$ cat src/verilog/pls_lock_map.svh
`ifndef PLS_LOCK_MAP_SVH
`define PLS_LOCK_MAP_SVH

// -----------------------------------------------------------------
// register offsets (byte addresses)
// -----------------------------------------------------------------
`define PLS_OFS_CTRL      8'h00
`define PLS_OFS_STATUS    8'h04
`define PLS_OFS_INT_STAT  8'h08
`define PLS_OFS_INT_MASK  8'h0c

// -----------------------------------------------------------------
// control field positions
// -----------------------------------------------------------------
`define PLS_CTRL_UW_LSB   0
`define PLS_CTRL_DZ_LSB   2
`define PLS_CTRL_FORCE    4
`define PLS_CTRL_PIN_LSB  5

// -----------------------------------------------------------------
// status and interrupt bit positions
// -----------------------------------------------------------------
`define PLS_ST_UNLOCK_FLAG  0
`define PLS_ST_DET_LOCKED   1
`define PLS_ST_STATION      2
`define PLS_ST_ERR_LIVE     3
`define PLS_INT_UNLOCK      0
`define PLS_INT_RELOCK      1

// -----------------------------------------------------------------
// reset values
// -----------------------------------------------------------------
`define PLS_RST_UW        2'h0
`define PLS_RST_DZ        2'h0
`define PLS_RST_FORCE     1'h0
`define PLS_RST_PIN       3'h4
`define PLS_RST_INT       2'h0

// -----------------------------------------------------------------
// timing
// -----------------------------------------------------------------
`define PLS_CLK_NS        50
`define PLS_WIN_NS        6670
`define PLS_WIN_CYC       ((`PLS_WIN_NS + `PLS_CLK_NS - 1) / `PLS_CLK_NS)
`define PLS_STRETCH_NS    1000000
`define PLS_STRETCH_CYC   ((`PLS_STRETCH_NS + `PLS_CLK_NS - 1) / `PLS_CLK_NS)

`endif

$ cat src/verilog/pls_lock_pkg.sv
package pls_lock_pkg;

   typedef enum logic [1:0]
   {
      no_gap_mode_a,
      no_gap_mode_b,
      gap_mode_c,
      gap_mode_d
   } pls_dz_t;

   typedef enum logic [2:0]
   {
      pls_pin_serial,
      pls_pin_if_done,
      pls_pin_unlock,
      pls_pin_pass,
      pls_pin_open,
      pls_pin_open5,
      pls_pin_open6,
      pls_pin_open7
   } pls_pin_t;

endpackage

$ cat src/verilog/pls_lock_top.sv
// How it works
// the detector gives a lock verdict only at the end of each reference period.
// the controller waits two reference periods after a new divisor before judging lock.
// a detected unlock holds the flag until the next serial transaction, even after relock.
// the controller treats the first readout after a divisor change as a dummy.
// in unlock-indication mode the status pin is high when locked and low when unlocked.
// dead-zone codes 0 and 1 pass every pump pulse, codes 2 and 3 swallow short ones.
// the status pin shows serial data, counter completion, unlock state or an input level.
// the controller forces the tuning voltage briefly when the oscillator may stop.
// the controller counts only after it sees the station-detect indication.
// the width select stops detection, passes raw phase error or uses a stretched window.
// while unlocked the pin is pulled low and the serial flag reads zero.
// the serial flag reads one when locked since the last serial transaction or when detection is stopped.
// the force bit drives the charge pump to a fixed level instead of normal operation.
`timescale 1ns/1ps
`include "pls_lock_map.svh"

module pls_lock_top
   import pls_lock_pkg::*;
#(
   parameter int STRETCH_CYC = `PLS_STRETCH_CYC
)
(
   input  wire logic        clk_sys,
   input  wire logic        rst_n,
   input  wire logic        psel,
   input  wire logic        penable,
   input  wire logic        pwrite,
   input  wire logic [7:0]  paddr,
   input  wire logic [31:0] pwdata,
   output logic [31:0]      prdata,
   output logic             pready,
   output logic             pslverr,
   input  wire logic        ref_tick,
   input  wire logic        phase_err,
   input  wire logic        serial_txn,
   input  wire logic        serial_data,
   input  wire logic        if_count_done,
   input  wire logic        pass_in,
   input  wire logic        station_detect,
   input  wire logic        pump_up_req,
   input  wire logic        pump_dn_req,
   output logic             pump_up,
   output logic             pump_dn,
   output logic             charge_pump_force_o,
   output logic             status_pin_o,
   output logic             status_pin_oe,
   output logic             unlock_flag,
   output logic             irq
);

   // -----------------------------------------------------------------
   // reset release
   // -----------------------------------------------------------------
   logic [1:0] rst_pipe_q;
   logic       rst_sync_n;

   always_ff @(posedge clk_sys or negedge rst_n)
   begin
      if (!rst_n)
         rst_pipe_q <= 2'h0;
      else
         rst_pipe_q <= {rst_pipe_q[0], 1'b1};
   end

   assign rst_sync_n = rst_pipe_q[1];

   // -----------------------------------------------------------------
   // state
   // -----------------------------------------------------------------
   typedef struct packed
   {
      logic [1:0]  unlock_width_select;
      pls_dz_t     dead_zone_select;
      logic        charge_pump_force;
      pls_pin_t    pin_sel;
      logic [1:0]  int_stat;
      logic [1:0]  int_mask;
      logic        seen;
      logic        det_unl;
      logic        hold_unl;
      logic [1:0]  up_hist;
      logic [1:0]  dn_hist;
      logic        up;
      logic        dn;
      logic        pin_oe;
      logic        irq;
      logic        pready;
      logic        pslverr;
      logic [31:0] prdata;
   } pls_state_t;

   pls_state_t s_q;
   pls_state_t s_d;
   logic       err_live;

   pls_err_detect #(
      .STRETCH_CYC (STRETCH_CYC)
   ) i_pls_err_detect (
      .clk_sys             (clk_sys),
      .rst_sync_n          (rst_sync_n),
      .phase_err           (phase_err),
      .unlock_width_select (s_q.unlock_width_select),
      .err_live            (err_live)
   );

   // pulse shaping; codes 0 and 1 have no dead zone, it widens with codes 2 and 3
   function automatic logic pump_shape(input pls_dz_t dz,
                                       input logic    req,
                                       input logic [1:0] hist);
      unique case (dz)
         no_gap_mode_a: pump_shape = req;
         no_gap_mode_b: pump_shape = req;
         gap_mode_c:    pump_shape = req & hist[0];
         gap_mode_d:    pump_shape = req & hist[0] & hist[1];
      endcase
   endfunction

   function automatic logic [31:0] read_mux(input pls_state_t s,
                                            input logic [7:0] a,
                                            input logic       live,
                                            input logic       sd);
      logic [31:0] r;
      r = 32'h0000_0000;
      unique case (a)
         `PLS_OFS_CTRL:
         begin
            r[`PLS_CTRL_UW_LSB +: 2]  = s.unlock_width_select;
            r[`PLS_CTRL_DZ_LSB +: 2]  = s.dead_zone_select;
            r[`PLS_CTRL_FORCE]        = s.charge_pump_force;
            r[`PLS_CTRL_PIN_LSB +: 3] = s.pin_sel;
         end
         `PLS_OFS_STATUS:
         begin
            r[`PLS_ST_UNLOCK_FLAG] = !s.hold_unl;
            r[`PLS_ST_DET_LOCKED]  = !s.det_unl;
            r[`PLS_ST_STATION]     = sd;
            r[`PLS_ST_ERR_LIVE]    = live;
         end
         `PLS_OFS_INT_STAT: r[1:0] = s.int_stat;
         `PLS_OFS_INT_MASK: r[1:0] = s.int_mask;
         default:           r = 32'h0000_0000;
      endcase
      return r;
   endfunction

   function automatic logic addr_ok(input logic [7:0] a);
      return a == `PLS_OFS_CTRL || a == `PLS_OFS_STATUS ||
             a == `PLS_OFS_INT_STAT || a == `PLS_OFS_INT_MASK;
   endfunction

   // -----------------------------------------------------------------
   // next state
   // -----------------------------------------------------------------
   logic       wr_en;
   logic       verdict;
   logic [1:0] ev;
   logic       pin_lvl;

   always_comb
   begin
      s_d = s_q;
      wr_en = psel && penable && s_q.pready && pwrite && addr_ok(paddr);

      // apb: no wait state, answer registered
      s_d.pready  = psel && !penable;
      s_d.pslverr = psel && !penable && !addr_ok(paddr);
      if (psel && !penable && !pwrite)
         s_d.prdata = read_mux(s_q, paddr, err_live, station_detect);

      if (wr_en && paddr == `PLS_OFS_CTRL)
      begin
         s_d.unlock_width_select = pwdata[`PLS_CTRL_UW_LSB +: 2];
         s_d.dead_zone_select    = pls_dz_t'(pwdata[`PLS_CTRL_DZ_LSB +: 2]);
         s_d.charge_pump_force   = pwdata[`PLS_CTRL_FORCE];
         s_d.pin_sel             = pls_pin_t'(pwdata[`PLS_CTRL_PIN_LSB +: 3]);
      end
      if (wr_en && paddr == `PLS_OFS_INT_MASK)
         s_d.int_mask = pwdata[1:0];

      // errors are gathered over one reference period, judged at its end
      verdict = s_q.seen || err_live;
      if (ref_tick)
      begin
         s_d.det_unl = verdict;
         s_d.seen    = 1'b0;
      end
      else if (err_live)
         s_d.seen = 1'b1;
      if (s_q.unlock_width_select == 2'h0)
      begin
         s_d.det_unl = 1'b0;
         s_d.seen    = 1'b0;
      end

      // sticky flag: reloaded by a transaction, set wins over the reload
      if (serial_txn)
         s_d.hold_unl = s_d.det_unl;
      if (s_d.det_unl)
         s_d.hold_unl = 1'b1;
      // stopped detection reads as locked, whatever was held before
      if (s_q.unlock_width_select == 2'h0)
         s_d.hold_unl = 1'b0;

      ev = 2'h0;
      ev[`PLS_INT_UNLOCK] = s_d.det_unl && !s_q.det_unl;
      ev[`PLS_INT_RELOCK] = !s_d.det_unl && s_q.det_unl;
      if (wr_en && paddr == `PLS_OFS_INT_STAT)
         s_d.int_stat = s_q.int_stat & ~pwdata[1:0];
      s_d.int_stat = s_d.int_stat | ev;
      s_d.irq = |(s_d.int_stat & s_d.int_mask);

      // charge pump
      s_d.up_hist = {s_q.up_hist[0], pump_up_req};
      s_d.dn_hist = {s_q.dn_hist[0], pump_dn_req};
      if (s_q.charge_pump_force)
      begin
         s_d.up = 1'b1;
         s_d.dn = 1'b0;
      end
      else
      begin
         s_d.up = pump_shape(s_q.dead_zone_select, pump_up_req,
                             s_q.up_hist);
         s_d.dn = pump_shape(s_q.dead_zone_select, pump_dn_req,
                             s_q.dn_hist);
      end

      // open drain status pin: enable means pulled low
      pin_lvl = 1'b1;
      unique case (s_q.pin_sel)
         pls_pin_serial:  pin_lvl = serial_data;
         pls_pin_if_done: pin_lvl = if_count_done;
         pls_pin_unlock:  pin_lvl = !err_live;
         pls_pin_pass:    pin_lvl = pass_in;
         default:         pin_lvl = 1'b1;
      endcase
      s_d.pin_oe = !pin_lvl;
   end

   // -----------------------------------------------------------------
   // registers
   // -----------------------------------------------------------------
   always_ff @(posedge clk_sys or negedge rst_sync_n)
   begin
      if (!rst_sync_n)
      begin
         s_q <= '0;
         s_q.unlock_width_select <= `PLS_RST_UW;
         s_q.dead_zone_select    <= pls_dz_t'(`PLS_RST_DZ);
         s_q.charge_pump_force   <= `PLS_RST_FORCE;
         s_q.pin_sel             <= pls_pin_t'(`PLS_RST_PIN);
         s_q.int_stat            <= `PLS_RST_INT;
         s_q.int_mask            <= `PLS_RST_INT;
      end
      else
         s_q <= s_d;
   end

   always_ff @(posedge clk_sys or negedge rst_sync_n)
   begin
      if (!rst_sync_n)
         unlock_flag <= 1'b1;
      else
         unlock_flag <= !s_d.hold_unl;
   end

   assign prdata              = s_q.prdata;
   assign pready              = s_q.pready;
   assign pslverr             = s_q.pslverr;
   assign pump_up             = s_q.up;
   assign pump_dn             = s_q.dn;
   assign charge_pump_force_o = s_q.charge_pump_force;
   assign status_pin_o        = 1'b0;
   assign status_pin_oe       = s_q.pin_oe;
   assign irq                 = s_q.irq;

endmodule

$ cat src/verilog/pls_err_detect.sv
`timescale 1ns/1ps
`include "pls_lock_map.svh"

module pls_err_detect
   import pls_lock_pkg::*;
#(
   parameter int STRETCH_CYC = `PLS_STRETCH_CYC
)
(
   input  wire logic       clk_sys,
   input  wire logic       rst_sync_n,
   input  wire logic       phase_err,
   input  wire logic [1:0] unlock_width_select,
   output logic            err_live
);

   localparam logic [7:0]  WIN_CYC = 8'(`PLS_WIN_CYC);
   localparam logic [15:0] STR_CYC = 16'(STRETCH_CYC);

   typedef struct packed
   {
      logic [7:0]  width;
      logic [15:0] stretch;
   } pls_det_state_t;

   pls_det_state_t s_q;
   pls_det_state_t s_d;

   always_comb
   begin
      s_d = s_q;
      if (phase_err && s_q.width != WIN_CYC)
         s_d.width = s_q.width + 8'h01;
      else if (!phase_err)
         s_d.width = 8'h00;
      // wide error reloads the stretch; the stretch restarts on each one
      if (phase_err && s_q.width == WIN_CYC)
         s_d.stretch = STR_CYC;
      else if (s_q.stretch != 16'h0000)
         s_d.stretch = s_q.stretch - 16'h0001;
      if (!unlock_width_select[1])
         s_d.stretch = 16'h0000;
      unique case (unlock_width_select)
         2'h0:    err_live = 1'b0;
         2'h1:    err_live = phase_err;
         default: err_live = s_q.stretch != 16'h0000;
      endcase
   end

   always_ff @(posedge clk_sys or negedge rst_sync_n)
   begin
      if (!rst_sync_n)
         s_q <= '0;
      else
         s_q <= s_d;
   end

endmodule

$ cat config.mk
export PLATFORM = sky130hd
export DESIGN_NAME = pls_lock_top
export DESIGN_NICKNAME = d
export VERILOG_FILES = /design/src/verilog/pls_lock_pkg.sv /design/src/verilog/pls_lock_top.sv /design/src/verilog/pls_err_detect.sv
export VERILOG_INCLUDE_DIRS = /design/src /design/src/verilog
export SDC_FILE = /design/constraint.sdc
export NUM_CORES = 1
export LEC_CHECK = 0
export BUFFER_PORTS_ARGS = -buffer_cell sky130_fd_sc_hd__clkbuf_2
export CAP_MARGIN = 25
export CORE_AREA = 2 2 72 87
export CTS_CLUSTER_SIZE = 10
export DETAILED_ROUTE_END_ITERATION = 8
export DIE_AREA = 0 0 74 89
export PLACE_DENSITY_LB_ADDON = 0.3
export SETUP_SLACK_MARGIN = 0.05
export SYNTH_ARGS = -nofsm -noshare
export SYNTH_HDL_FRONTEND = slang
export SYNTH_HIERARCHICAL = 1
export SYNTH_SLANG_ARGS = --single-unit
$ cat constraint.sdc
create_clock -name clk_sys -period 2.8 [get_ports clk_sys]
set_input_delay 0.28 -clock clk_sys [delete_from_list [all_inputs] [get_ports clk_sys]]
set_output_delay 0.28 -clock clk_sys [all_outputs]
set_load 0.01 [all_outputs]
==> results of run 1 <==
## state kept, by name, indices dropped and copies added (netlist names)
| register | cells |
|---|---|
| i_pls_err_detect/s_q | 24 |
| irq | 1 |
| status_pin_oe | 1 |
| s_d | 2 |
| unlock_flag | 1 |
| pready | 1 |
| s_q | 16 |
| pump_dn | 1 |
| pump_up | 1 |
| prdata | 8 |
| rst_pipe_q | 2 |
| pslverr | 1 |
| charge_pump_force_o | 1 |
## layout make-up
cell class / instances / area [sq um]
Clock buffer: 10 / 138
Fill cell: 452 / 2150
Multi-Input combinational cell: 201 / 1350
Clock inverter: 6 / 87.6
Sequential cell: 60 / 1510
Timing Repair Buffer: 53 / 288
Tap cell: 80 / 100
Inverter: 11 / 41.3
## power groups by stage
stage	Clock [mW]	Sequential (mW)	Combinational, mW
2_1_floorplan	0	0.916	0.0718
3_3_place_gp	0	0.907	0.0917
3_5_place_dp	0	0.907	0.0933
4_1_cts	0.886	0.891	0.0947
5_1_grt	0.932	0.893	0.107
6_report	0.869	0.891	0.0935
## worst max-delay path, stage by stage, from the launching register on
cell	delay, ns
dfrtp_1	0.44
inv_1	0.10
ha_1	0.19
nor2b_1	0.26
nand4_1	0.16
o21ai_0	0.17
o21ai_0	0.24
o32ai_2	0.38
a21oi_1	0.14
or2_2	0.31
## cells in the final DEF, fill, tap and decap left out, types with 3 or more instances in the layout
cell and count:
a211oi_1 3, a21oi_1 11, a22o_1 7, a31oi_1 4
and3_1 3, buf_4 7, clkbuf_2 45, clkbuf_8 10
conb_1 26, dfrtp_1 57, ha_1 3, inv_1 11
mux2_4 8, mux2i_1 7, mux4_2 3, nand2_1 19
nand2b_1 8, nand3_1 7, nand4_1 4, nor2_1 13
nor2b_1 3, nor3_1 8, nor4_1 3, o21ai_0 10
o31ai_1 5, or2_2 3, or3_1 6, or4_1 3
## worst max-delay path by stage
| stage | end | depth (start not counted) |
|---|---|---|
| floorplan | s_q[42]$_DFF_PN0_ | 7 |
| global placement | s_q[42]$_DFF_PN0_ | 9 |
| detailed placement | s_q[42]$_DFF_PN0_ | 9 |
| CTS | s_q[42]$_DFF_PN0_ | 9 |
| global route | s_q[42]$_DFF_PN0_ | 9 |
| finish | s_q[42]$_DFF_PN0_ | 9 |
## per-layer routing
layer	GRT usage	wire length, um	share of wire
met1	0.248	2530	0.43
met2	0.317	3010	0.51
met3	0.0654	271	0.046
met4	0.0893	115	0.019
met5	0	0	0
## repair_timing
action,in CTS,in global routing
endpoints found under the hold margin,2,0
setup endpoints to repair,0,1
buffers inserted,0,0
gates resized for setup,0,1
hold buffers,1,0
## kinds of logic after synthesis
group / after synthesis
AO/OA/AOI/OAI: 56
other: 2
AND/OR/NAND/NOR: 92
flip-flops: 60
multiplexers: 20
XOR/XNOR: 4
adder cells (fa/ha/maj): 3
buffers and inverters: 49
## through the flow
stage | area (sq um) | hold WS, ns | total power, mW | worst slack, ns | instances
6_report | 3510 | 0.0627 | 1.85 | 0.281 | 421
5_1_grt | 3510 | 0.0401 | 1.93 | 0.0760 | 421
4_1_cts | 3510 | 0.0490 | 1.87 | 0.221 | 421
3_5_place_dp | 3270 | 0.0687 | 1.00 | 0.271 | 404
3_3_place_gp | 3270 | 0.0651 | 0.999 | 0.353 | 404
2_1_floorplan | 3170 | -0.0156 | 0.987 | 0.436 | 310
==> summary.md, run 1 <==
| Metric | Value |
|---|---|
| CP startpoint kind | flop |
| Most numerous cell in the Yosys netlist | dfrtp_1 |
| CTS Root Buffer Type | clkbuf_8 |
| Routed len/inst | 14.1 um |
| Netlist Area Pre-Place | 0.00308 sq mm |
| Final wirelength | 5.93 mm |
| Fin util | 0.620 |
| Port Buffers | 45 |
| Final period utilization | 0.899 |
| Post-synthesis sequential area ratio | 0.489 |
| Worst r2r dst | s_q[42]$_DFF_PN0_ |
| Total gr overflow | 0 |
| Top cells by count, synth | dfrtp_1 (58), buf_4 (33), nand2_1 (19) |
| Relative slew slack | 0.332 |
| Post-synth cell types | 55 |
| Initial Util | 0.543 |
| Combinational share of power | 0.050 |
| Leakage power | 1.73 nW |
| Endpoint type of the worst setup path | flop |
| Max Clock Freq | 397 MHz |
| Initial antenna violation count | 0 |
| DR iter-0 viols | 112 |
| Via count | 2231 |
| Number of global-route vias before repair | 2178 |
| GRT Util Overall | 0.199 |
| Ys async rst share | 1.00 |
| # IOs | 95 |
| Post-synth EDFFs | 0 |
| Setup crit start | i_pls_err_detect/s_q[0]$_DFFE_PN0P_ |
| HP Class | input port to flop |
| Layout area overhead | 14.2% |
| Final Critical Period | 2.52 ns |
| Setup TNS | 0 ns |
| Die ar. | 0.00659 sq mm |
| R2R depth | 9 |
| Peak supply drop | 0.509 mV |
| Post-Synth Adder-Cell Area | 0.0122 |
| Leading area contributor after synthesis | dfrtp_1 |
| Worst-Margin Slew | 0.997 ns |
| R2r setup slk | 0.28 ns |
| Pwr Density | 528 mW/mm^2 |
| Largest net degree at the start of global routing | 26 |
| P_int | 1.44 mW |
| Reg power frac | 0.481 |
| Syn avg cell area | 10.8 sq um |
| Synth Area in XOR/XNOR | 0.0114 |
| Skew final | 0.0107 ns |
| Global-route wire length before repair | 9.88 mm |
| Largest family of logic cells by synthesized area | simple AND/OR/NAND/NOR gates |
| # clock sinks | 60 |
| Diode count | 0 |
| CTS Buf Count | 9 |
| Ys flop type | dfrtp_1 |
| Post-synth top area share | 0.472 |
| Synth warn | 6 |
| Die Wd | 74 um |
| Post-DP HPWL | 4.31 mm |
| # setup viols final | 0 |
| Die height | 89 um |
| Ranking of synthesized cells by area | dfrtp_1 (47%), buf_4 (8.1%), mux2_4 (3.9%) |
| Antenna-violating nets left | 0 |
| Std-Cell Rows | 30 |
| First-pass iteration count of the detailed router | 4 |
| Worst Path Max Fanout | 5 |
| CORE AREA | 0.00567 sq mm |
| Gpl congestion | 0.880 |
| Worst EP required | 3.02 ns |
| Cells after Synth | 286 |
| Status | finished clean |
| Final hold vios | 0 |
| Sw Ratio | 0.223 |
| Slew Viols, Final | 0 |
| Synth Area in Simple Gates | 0.168 |
| Max-Cap Viols | 0 |
| Arr. time, crit path | 2.74 ns |
| Clock share of power | 0.469 |
| H-tree levels | 3 |
| CTS Buffer Depth | 2 |
| Vias/cell | 5.30 |
| Hold_sp | pump_up_req |
| WS Path Type | flop to flop |
| Nets@finish | 393 |
| Clock-pin slew on the worst setup and hold paths | 0.07 ns |
| CTS tree | yes |
| RSZ-0062 raised after global routing | no |
| Psw | 413 uW |
| Synth Area in Compound Gates | 0.123 |
| # DRC | 0 |
| Yosys reg bits | 60 |
| Share of layout cells above drive strength 1 | 0.282 |
| Share of synthesized area spent on multiplexers | 0.0911 |
| R2R Path Start | i_pls_err_detect/s_q[0]$_DFFE_PN0P_ |
| Worst hold path depth | 1 |
| Hold Path End | s_d[41]$_DFF_PN0_ |
| Skew-Pair Late Insertion Delay | 0.34 ns |
Power figures use the tool's default switching activity.
==> run 2, diff against run 1 <==
- SYNTH_HIERARCHICAL: 1 -> unset
==> summary.md, run 2 <==
| Metric | Value |
|---|---|
| Port Buffers | 45 |
| Die height | 89 um |
| # DRC | 0 |
| # setup viols final | 0 |
| Post-DP HPWL | 4.38 mm |
| Netlist Area Pre-Place | 0.00308 sq mm |
| Placed cell count | 419 |
| Clock-pin slew on the worst setup and hold paths | 0.07 ns |
| DR iter-0 viols | 124 |
| Total gr overflow | 0 |
| CORE AREA | 0.00567 sq mm |
| Final hold vios | 0 |
| Synth warn | 0 |
| Area after detailed placement | 0.00326 sq mm |
| Die ar. | 0.00659 sq mm |
| Antenna-violating nets left | 0 |
| Number of global-route vias before repair | 2172 |
| Largest Register | i_pls_err_detect.s_q |
| First-pass iteration count of the detailed router | 4 |
| Cell area after layout | 0.00350 sq mm |
| Leading area contributor after synthesis | dfrtp_1 |
| Post-synth cell types | 53 |
| Die Wd | 74 um |
| Worst hold slack | 0.0622 ns |
| Most frequent cells in the layout | dfrtp_1 (57), clkbuf_2 (45), nor2_1 (28) |
| Initial Util | 0.543 |
| Worst-Margin Slew | 0.680 ns |
| Ranking of synthesized cells by area | dfrtp_1 (47%), buf_4 (8.0%), mux2_2 (4.0%) |
| Arr. time, crit path | 2.47 ns |
| Share of layout cells above drive strength 1 | 0.242 |
| RSZ-0062 raised after global routing | no |
| Endpoint type of the worst setup path | flop |
| Vias/cell | 5.20 |
| Layout area overhead | 13.5% |
| Post-synth EDFFs | 0 |
| Leakage power | 1.83 nW |
| Worst Path Max Fanout | 12 |
| GRT Util Overall | 0.200 |
| Final worst setup slack | 0.560 ns |
| CP startpoint kind | flop |
| Ys flop type | dfrtp_1 |
| Cell Count, Final, Fillers Out | 436 |
| Std-Cell Rows | 30 |
| Gates resized, CTS repair | 0 |
| Place WS | 0.571 ns |
| Max Clock Freq | 446 MHz |
| Final wirelength | 5.96 mm |
| Setup TNS | 0 ns |
| CTS Buf Count | 9 |
| CTS tree | yes |
| Post-CTS Setup Bufs | 0 |
| Ys async rst share | 1.00 |
| HP Class | input port to flop |
| Max-Cap Viols | 0 |
| # hold bufs at CTS | 1 |
| Slew Viols, Final | 0 |
| CTS Buffer Depth | 2 |
| Commonest non-fill, non-tap cell in the layout | dfrtp_1 |
| Final Critical Period | 2.24 ns |
| Worst EP required | 3.03 ns |
| H-tree levels | 3 |
| # clock sinks | 60 |
| Cells after Synth | 303 |
| CTS Root Buffer Type | clkbuf_8 |
| Syn avg cell area | 10.2 sq um |
| Global-route wire length before repair | 9.93 mm |
| Skew-Pair Late Insertion Delay | 0.34 ns |
| Top cells by count, synth | dfrtp_1 (58), buf_4 (33), nor2_1 (28) |
| Relative slew slack | 0.547 |
| Via count | 2269 |
| Peak supply drop | 0.329 mV |
| WS Path Type | flop to flop |
| Most numerous cell in the Yosys netlist | dfrtp_1 |
| Largest register FFs | 24 |
| Diode count | 0 |
| Routed len/inst | 13.7 um |
| Gpl congestion | 0.837 |
| Largest net degree at the start of global routing | 34 |
| Yosys reg bits | 60 |
| Final period utilization | 0.800 |
| Post-synthesis sequential area ratio | 0.488 |
| Nets@finish | 409 |
| Initial antenna violation count | 0 |
| Status | finished clean |
| Skew final | 0.00603 ns |
| Pwr Density | 541 mW/mm^2 |
| # IOs | 95 |
| Post-synth top area share | 0.471 |
==> run 2: final cells by class <==
type,count,area (sq um)
clock inverter,6,87.6
clock buffer,10,138
fill,475,2170
tap,80,100
inverter,10,37.5
multi-input combinational,218,1350
sequential,60,1510
timing repair buffer,52,280
==> run 2: report_power, final <==
part	internal [mW]	total [mW]	switching, mW
Clock	0.525	0.875	0.350
Combinational	0.0460	0.114	0.0683
Sequential	0.884	0.904	0.0198
Total	1.45	1.89	0.438
==> run 2: metal layers <==
| metal | GRT usage | vias to the layer above | wire length [um] |
|---|---|---|---|
| met5 | 0 | - | 0 |
| met4 | 0.0777 | 0 | 76 |
| met3 | 0.0496 | 9 | 297 |
| met2 | 0.340 | 65 | 3040 |
| met1 | 0.244 | 1090 | 2550 |
| li1 | - | 1105 | - |
==> run 2: final timing paths <==
check                                               startpoint                                  end  slack [ns]  cells past startpoint
min reg2reg                            rst_pipe_q[1]$_DFF_PN0_                    s_q[42]$_DFF_PN0_        0.31                      0
max                        i_pls_err_detect.s_q[0]$_DFFE_PN0P_  i_pls_err_detect.s_q[5]$_DFFE_PN0P_        0.56                      8
max in group asynchronous              rst_pipe_q[1]$_DFF_PN0_                unlock_flag$_DFF_PN1_        1.72                      1
min                                                pump_up_req                    s_d[41]$_DFF_PN0_        0.06                      1
max reg2reg                i_pls_err_detect.s_q[0]$_DFFE_PN0P_  i_pls_err_detect.s_q[5]$_DFFE_PN0P_        0.56                      8
min in group asynchronous                                rst_n              rst_pipe_q[1]$_DFF_PN0_        0.28                      2
==> run 2: cells by family after synthesis <==
| group | Yosys count | share of synthesized area |
|---|---|---|
| compound gates | 54 | 0.116 |
| simple gates | 110 | 0.196 |
| flops | 60 | 0.488 |
| other cells | 2 | 0.00244 |
| buf+inv | 49 | 0.103 |
| fa+ha+maj | 4 | 0.0163 |
| xor+xnor | 12 | 0.0341 |
| mux | 12 | 0.0435 |
==> run 2: worst max-delay path: stages, from the launching register on <==
cell     delay [ns]
dfrtp_1        0.42
inv_1          0.11
ha_1           0.15
nand2_1        0.04
or4_1          0.51
nor2_1         0.29
buf_4          0.25
o21ai_0        0.11
a22o_1         0.24
==> run 2: metrics by stage <==
step | util | total power [mW]
final | 0.617 | 1.89
after global routing | 0.617 | 1.96
after CTS | 0.617 | 1.91
after detailed placement | 0.575 | 1.03
after global placement | 0.575 | 1.03
after floorplan | - | 1.01
==> run 3, diff against run 2 <==
- CORE_AREA: 2 2 72 87 -> 2 2 74 91
- DIE_AREA: 0 0 74 89 -> 0 0 76 93
- clock period: 2.8 -> 2.08 ns (I/O delays scaled with it)
==> summary.md, run 3 (same netlist as run 2, synthesis figures left out) <==
| Metric | Value |
|---|---|
| Std-Cell Rows | 32 |
| R2R Path Start | i_pls_err_detect.s_q[12]$_DFFE_PN0P_ |
| Final wirelength | 6.39 mm |
| # setup viols final | 0 |
| Final worst setup slack | 0.0256 ns |
| Initial antenna violation count | 0 |
| Crit-path max cell delay | 0.54 ns |
| Number of global-route vias before repair | 2381 |
| Post-DP HPWL | 4.55 mm |
| Routed len/inst | 13.9 um |
| GRT met2 Usage | 0.344 |
| GRT Util Overall | 0.194 |
| Commonest non-fill, non-tap cell in the layout | dfrtp_1 |
| RSZ-0062 raised after global routing | yes |
| Relative slew slack | 0.610 |
| Via count | 2360 |
| Hold_sp | pwdata[4] |
| Cell Count, Final, Fillers Out | 460 |
| Filler cells | 518 |
| Largest net degree at the start of global routing | 35 |
| Pwr Density | 681 mW/mm^2 |
| Worst hold slack | 0.105 ns |
| Share of layout cells above drive strength 1 | 0.301 |
| Skew final | 0.00607 ns |
| WS Path Type | flop to flop |
| Die Wd | 76 um |
| Placed cell count | 439 |
| Die height | 93 um |
| Place WS | -0.0207 ns |
| First-pass iteration count of the detailed router | 6 |
| Largest register FFs | 24 |
| HP Class | input port to flop |
| Leakage power | 1.94 nW |
| Busiest grt layer | met2 |
| Slew Viols, Final | 0 |
| Skew-Pair Late Insertion Delay | 0.33 ns |
| Vias/cell | 5.13 |
| Clock-pin slew on the worst setup and hold paths | 0.07 ns |
| Total power draw | 2.52 mW |
| CORE AREA | 0.00621 sq mm |
| Max Clock Freq | 487 MHz |
| Diode count | 0 |
| Arr. time, crit path | 2.27 ns |
| Layout area overhead | 20.4% |
| Met3 Usage GRT | 0.0328 |
| # IOs | 95 |
| CTS Root Buffer Type | clkbuf_8 |
| R2R depth | 5 |
| Worst EP required | 2.30 ns |
| Most frequent cells in the layout | dfrtp_1 (56), clkbuf_2 (45), nor2_1 (27) |
| # DRC | 0 |
| Gpl congestion | 0.822 |
| Worst setup endpoint | irq$_DFF_PN0_ |
| Worst-Margin Slew | 0.584 ns |
| Worst r2r dst | irq$_DFF_PN0_ |
| CP Cell Sequence | or4_4 > nand4bb_4 > or2_4 > a221o_1 > a22o_1 |
| DR iter-0 viols | 64 |
| M1 GR Usage | 0.232 |
| Endpoint type of the worst setup path | flop |
| Final hold vios | 0 |
| H-tree levels | 3 |
| CP startpoint kind | flop |
| CTS Buf Count | 9 |
| R2r setup slk | 0.03 ns |
| Peak supply drop | 0.373 mV |
| Die ar. | 0.00707 sq mm |
| Max-Cap Viols | 0 |
| Status | finished clean |
| Total gr overflow | 0 |
| # clock sinks | 60 |
| Setup crit start | i_pls_err_detect.s_q[12]$_DFFE_PN0P_ |
| Initial Util | 0.496 |
| Nets@finish | 428 |
| CTS tree | yes |
| Worst Path Max Fanout | 3 |
| Critical path's slowest cell | or4_4 |
| Largest Register | i_pls_err_detect.s_q |
| Final period utilization | 0.988 |
| CTS Buffer Depth | 2 |
| Final Critical Period | 2.05 ns |
| Antenna-violating nets left | 0 |
| Port Buffers | 45 |
| Global-route wire length before repair | 10.8 mm |
-- run 3: cell types whose count changed in the layout (fill, tap and decap cells not counted), sizes merged --
cell	delta
dlygate4sd3	+2
clkbuf	+2
clkinvlp	+1
clkinv	-3
buf	+17
-- run 3: worst min-delay path by stage --
stage	end	slack [ns]	cells past startpoint
after detailed placement	rst_pipe_q[0]$_DFF_PN0_	-0.005	1
after global placement	rst_pipe_q[0]$_DFF_PN0_	-0.006	1
final	charge_pump_force_o$_DFFE_PN0P_	0.11	2
after floorplan	rst_pipe_q[0]$_DFF_PN0_	-0.09	0
after CTS	charge_pump_force_o$_DFFE_PN0P_	0.09	2
after global routing	charge_pump_force_o$_DFFE_PN0P_	0.10	2
-- run 3: final cells by class --
type | instances | area (sq um) | share of cell area
Multi-Input combinational cell | 218 | 1390 | 0.375
Clock buffer | 12 | 145 | 0.0391
Tap cell | 85 | 106 | 0.0287
Timing Repair Buffer | 71 | 448 | 0.121
Sequential cell | 60 | 1510 | 0.406
Clock inverter | 4 | 72.6 | 0.0196
Inverter | 10 | 37.5 | 0.0101
-- run 3: layer usage --
metal / vias to the layer above / share of wire
li1: 1144 / -
met3: 9 / 0.033
met5: - / 0
met4: 0 / 0.018
met1: 1150 / 0.42
met2: 57 / 0.53
-- run 3: report_power, final --
part	internal, mW	total, mW	leakage (nW)	switching [mW]
Combinational	0.0708	0.169	1.04	0.0980
Clock	0.706	1.14	0.107	0.433
Sequential	1.19	1.21	0.795	0.0243
Total	1.97	2.52	1.94	0.556
-- run 3: critical path, delay by kind of cell (launching register included) --
kind	cells	cell delay, ns
compound gates	2	0.52
flops	1	0.38
simple gates	3	1.05
-- run 3: through the flow --
stage | instance area [sq um] | utilization | TNS (ns)
CTS | 3660 | 0.589 | 0
global route | 3710 | 0.597 | -0.0366
global placement | 3390 | 0.547 | -0.00560
finish | 3710 | 0.597 | 0
detailed placement | 3390 | 0.547 | -0.0207
floorplan | 3170 | - | -0.0806
-- run 3: repair_timing --
action / CTS / global route
hold buffers: 3 / 0
setup endpoints to repair: 1 / 18
endpoints found under the hold margin: 4 / 0
gates resized for setup: 1 / 18
setup buffers: 2 / 0
pin swaps: 5 / 6
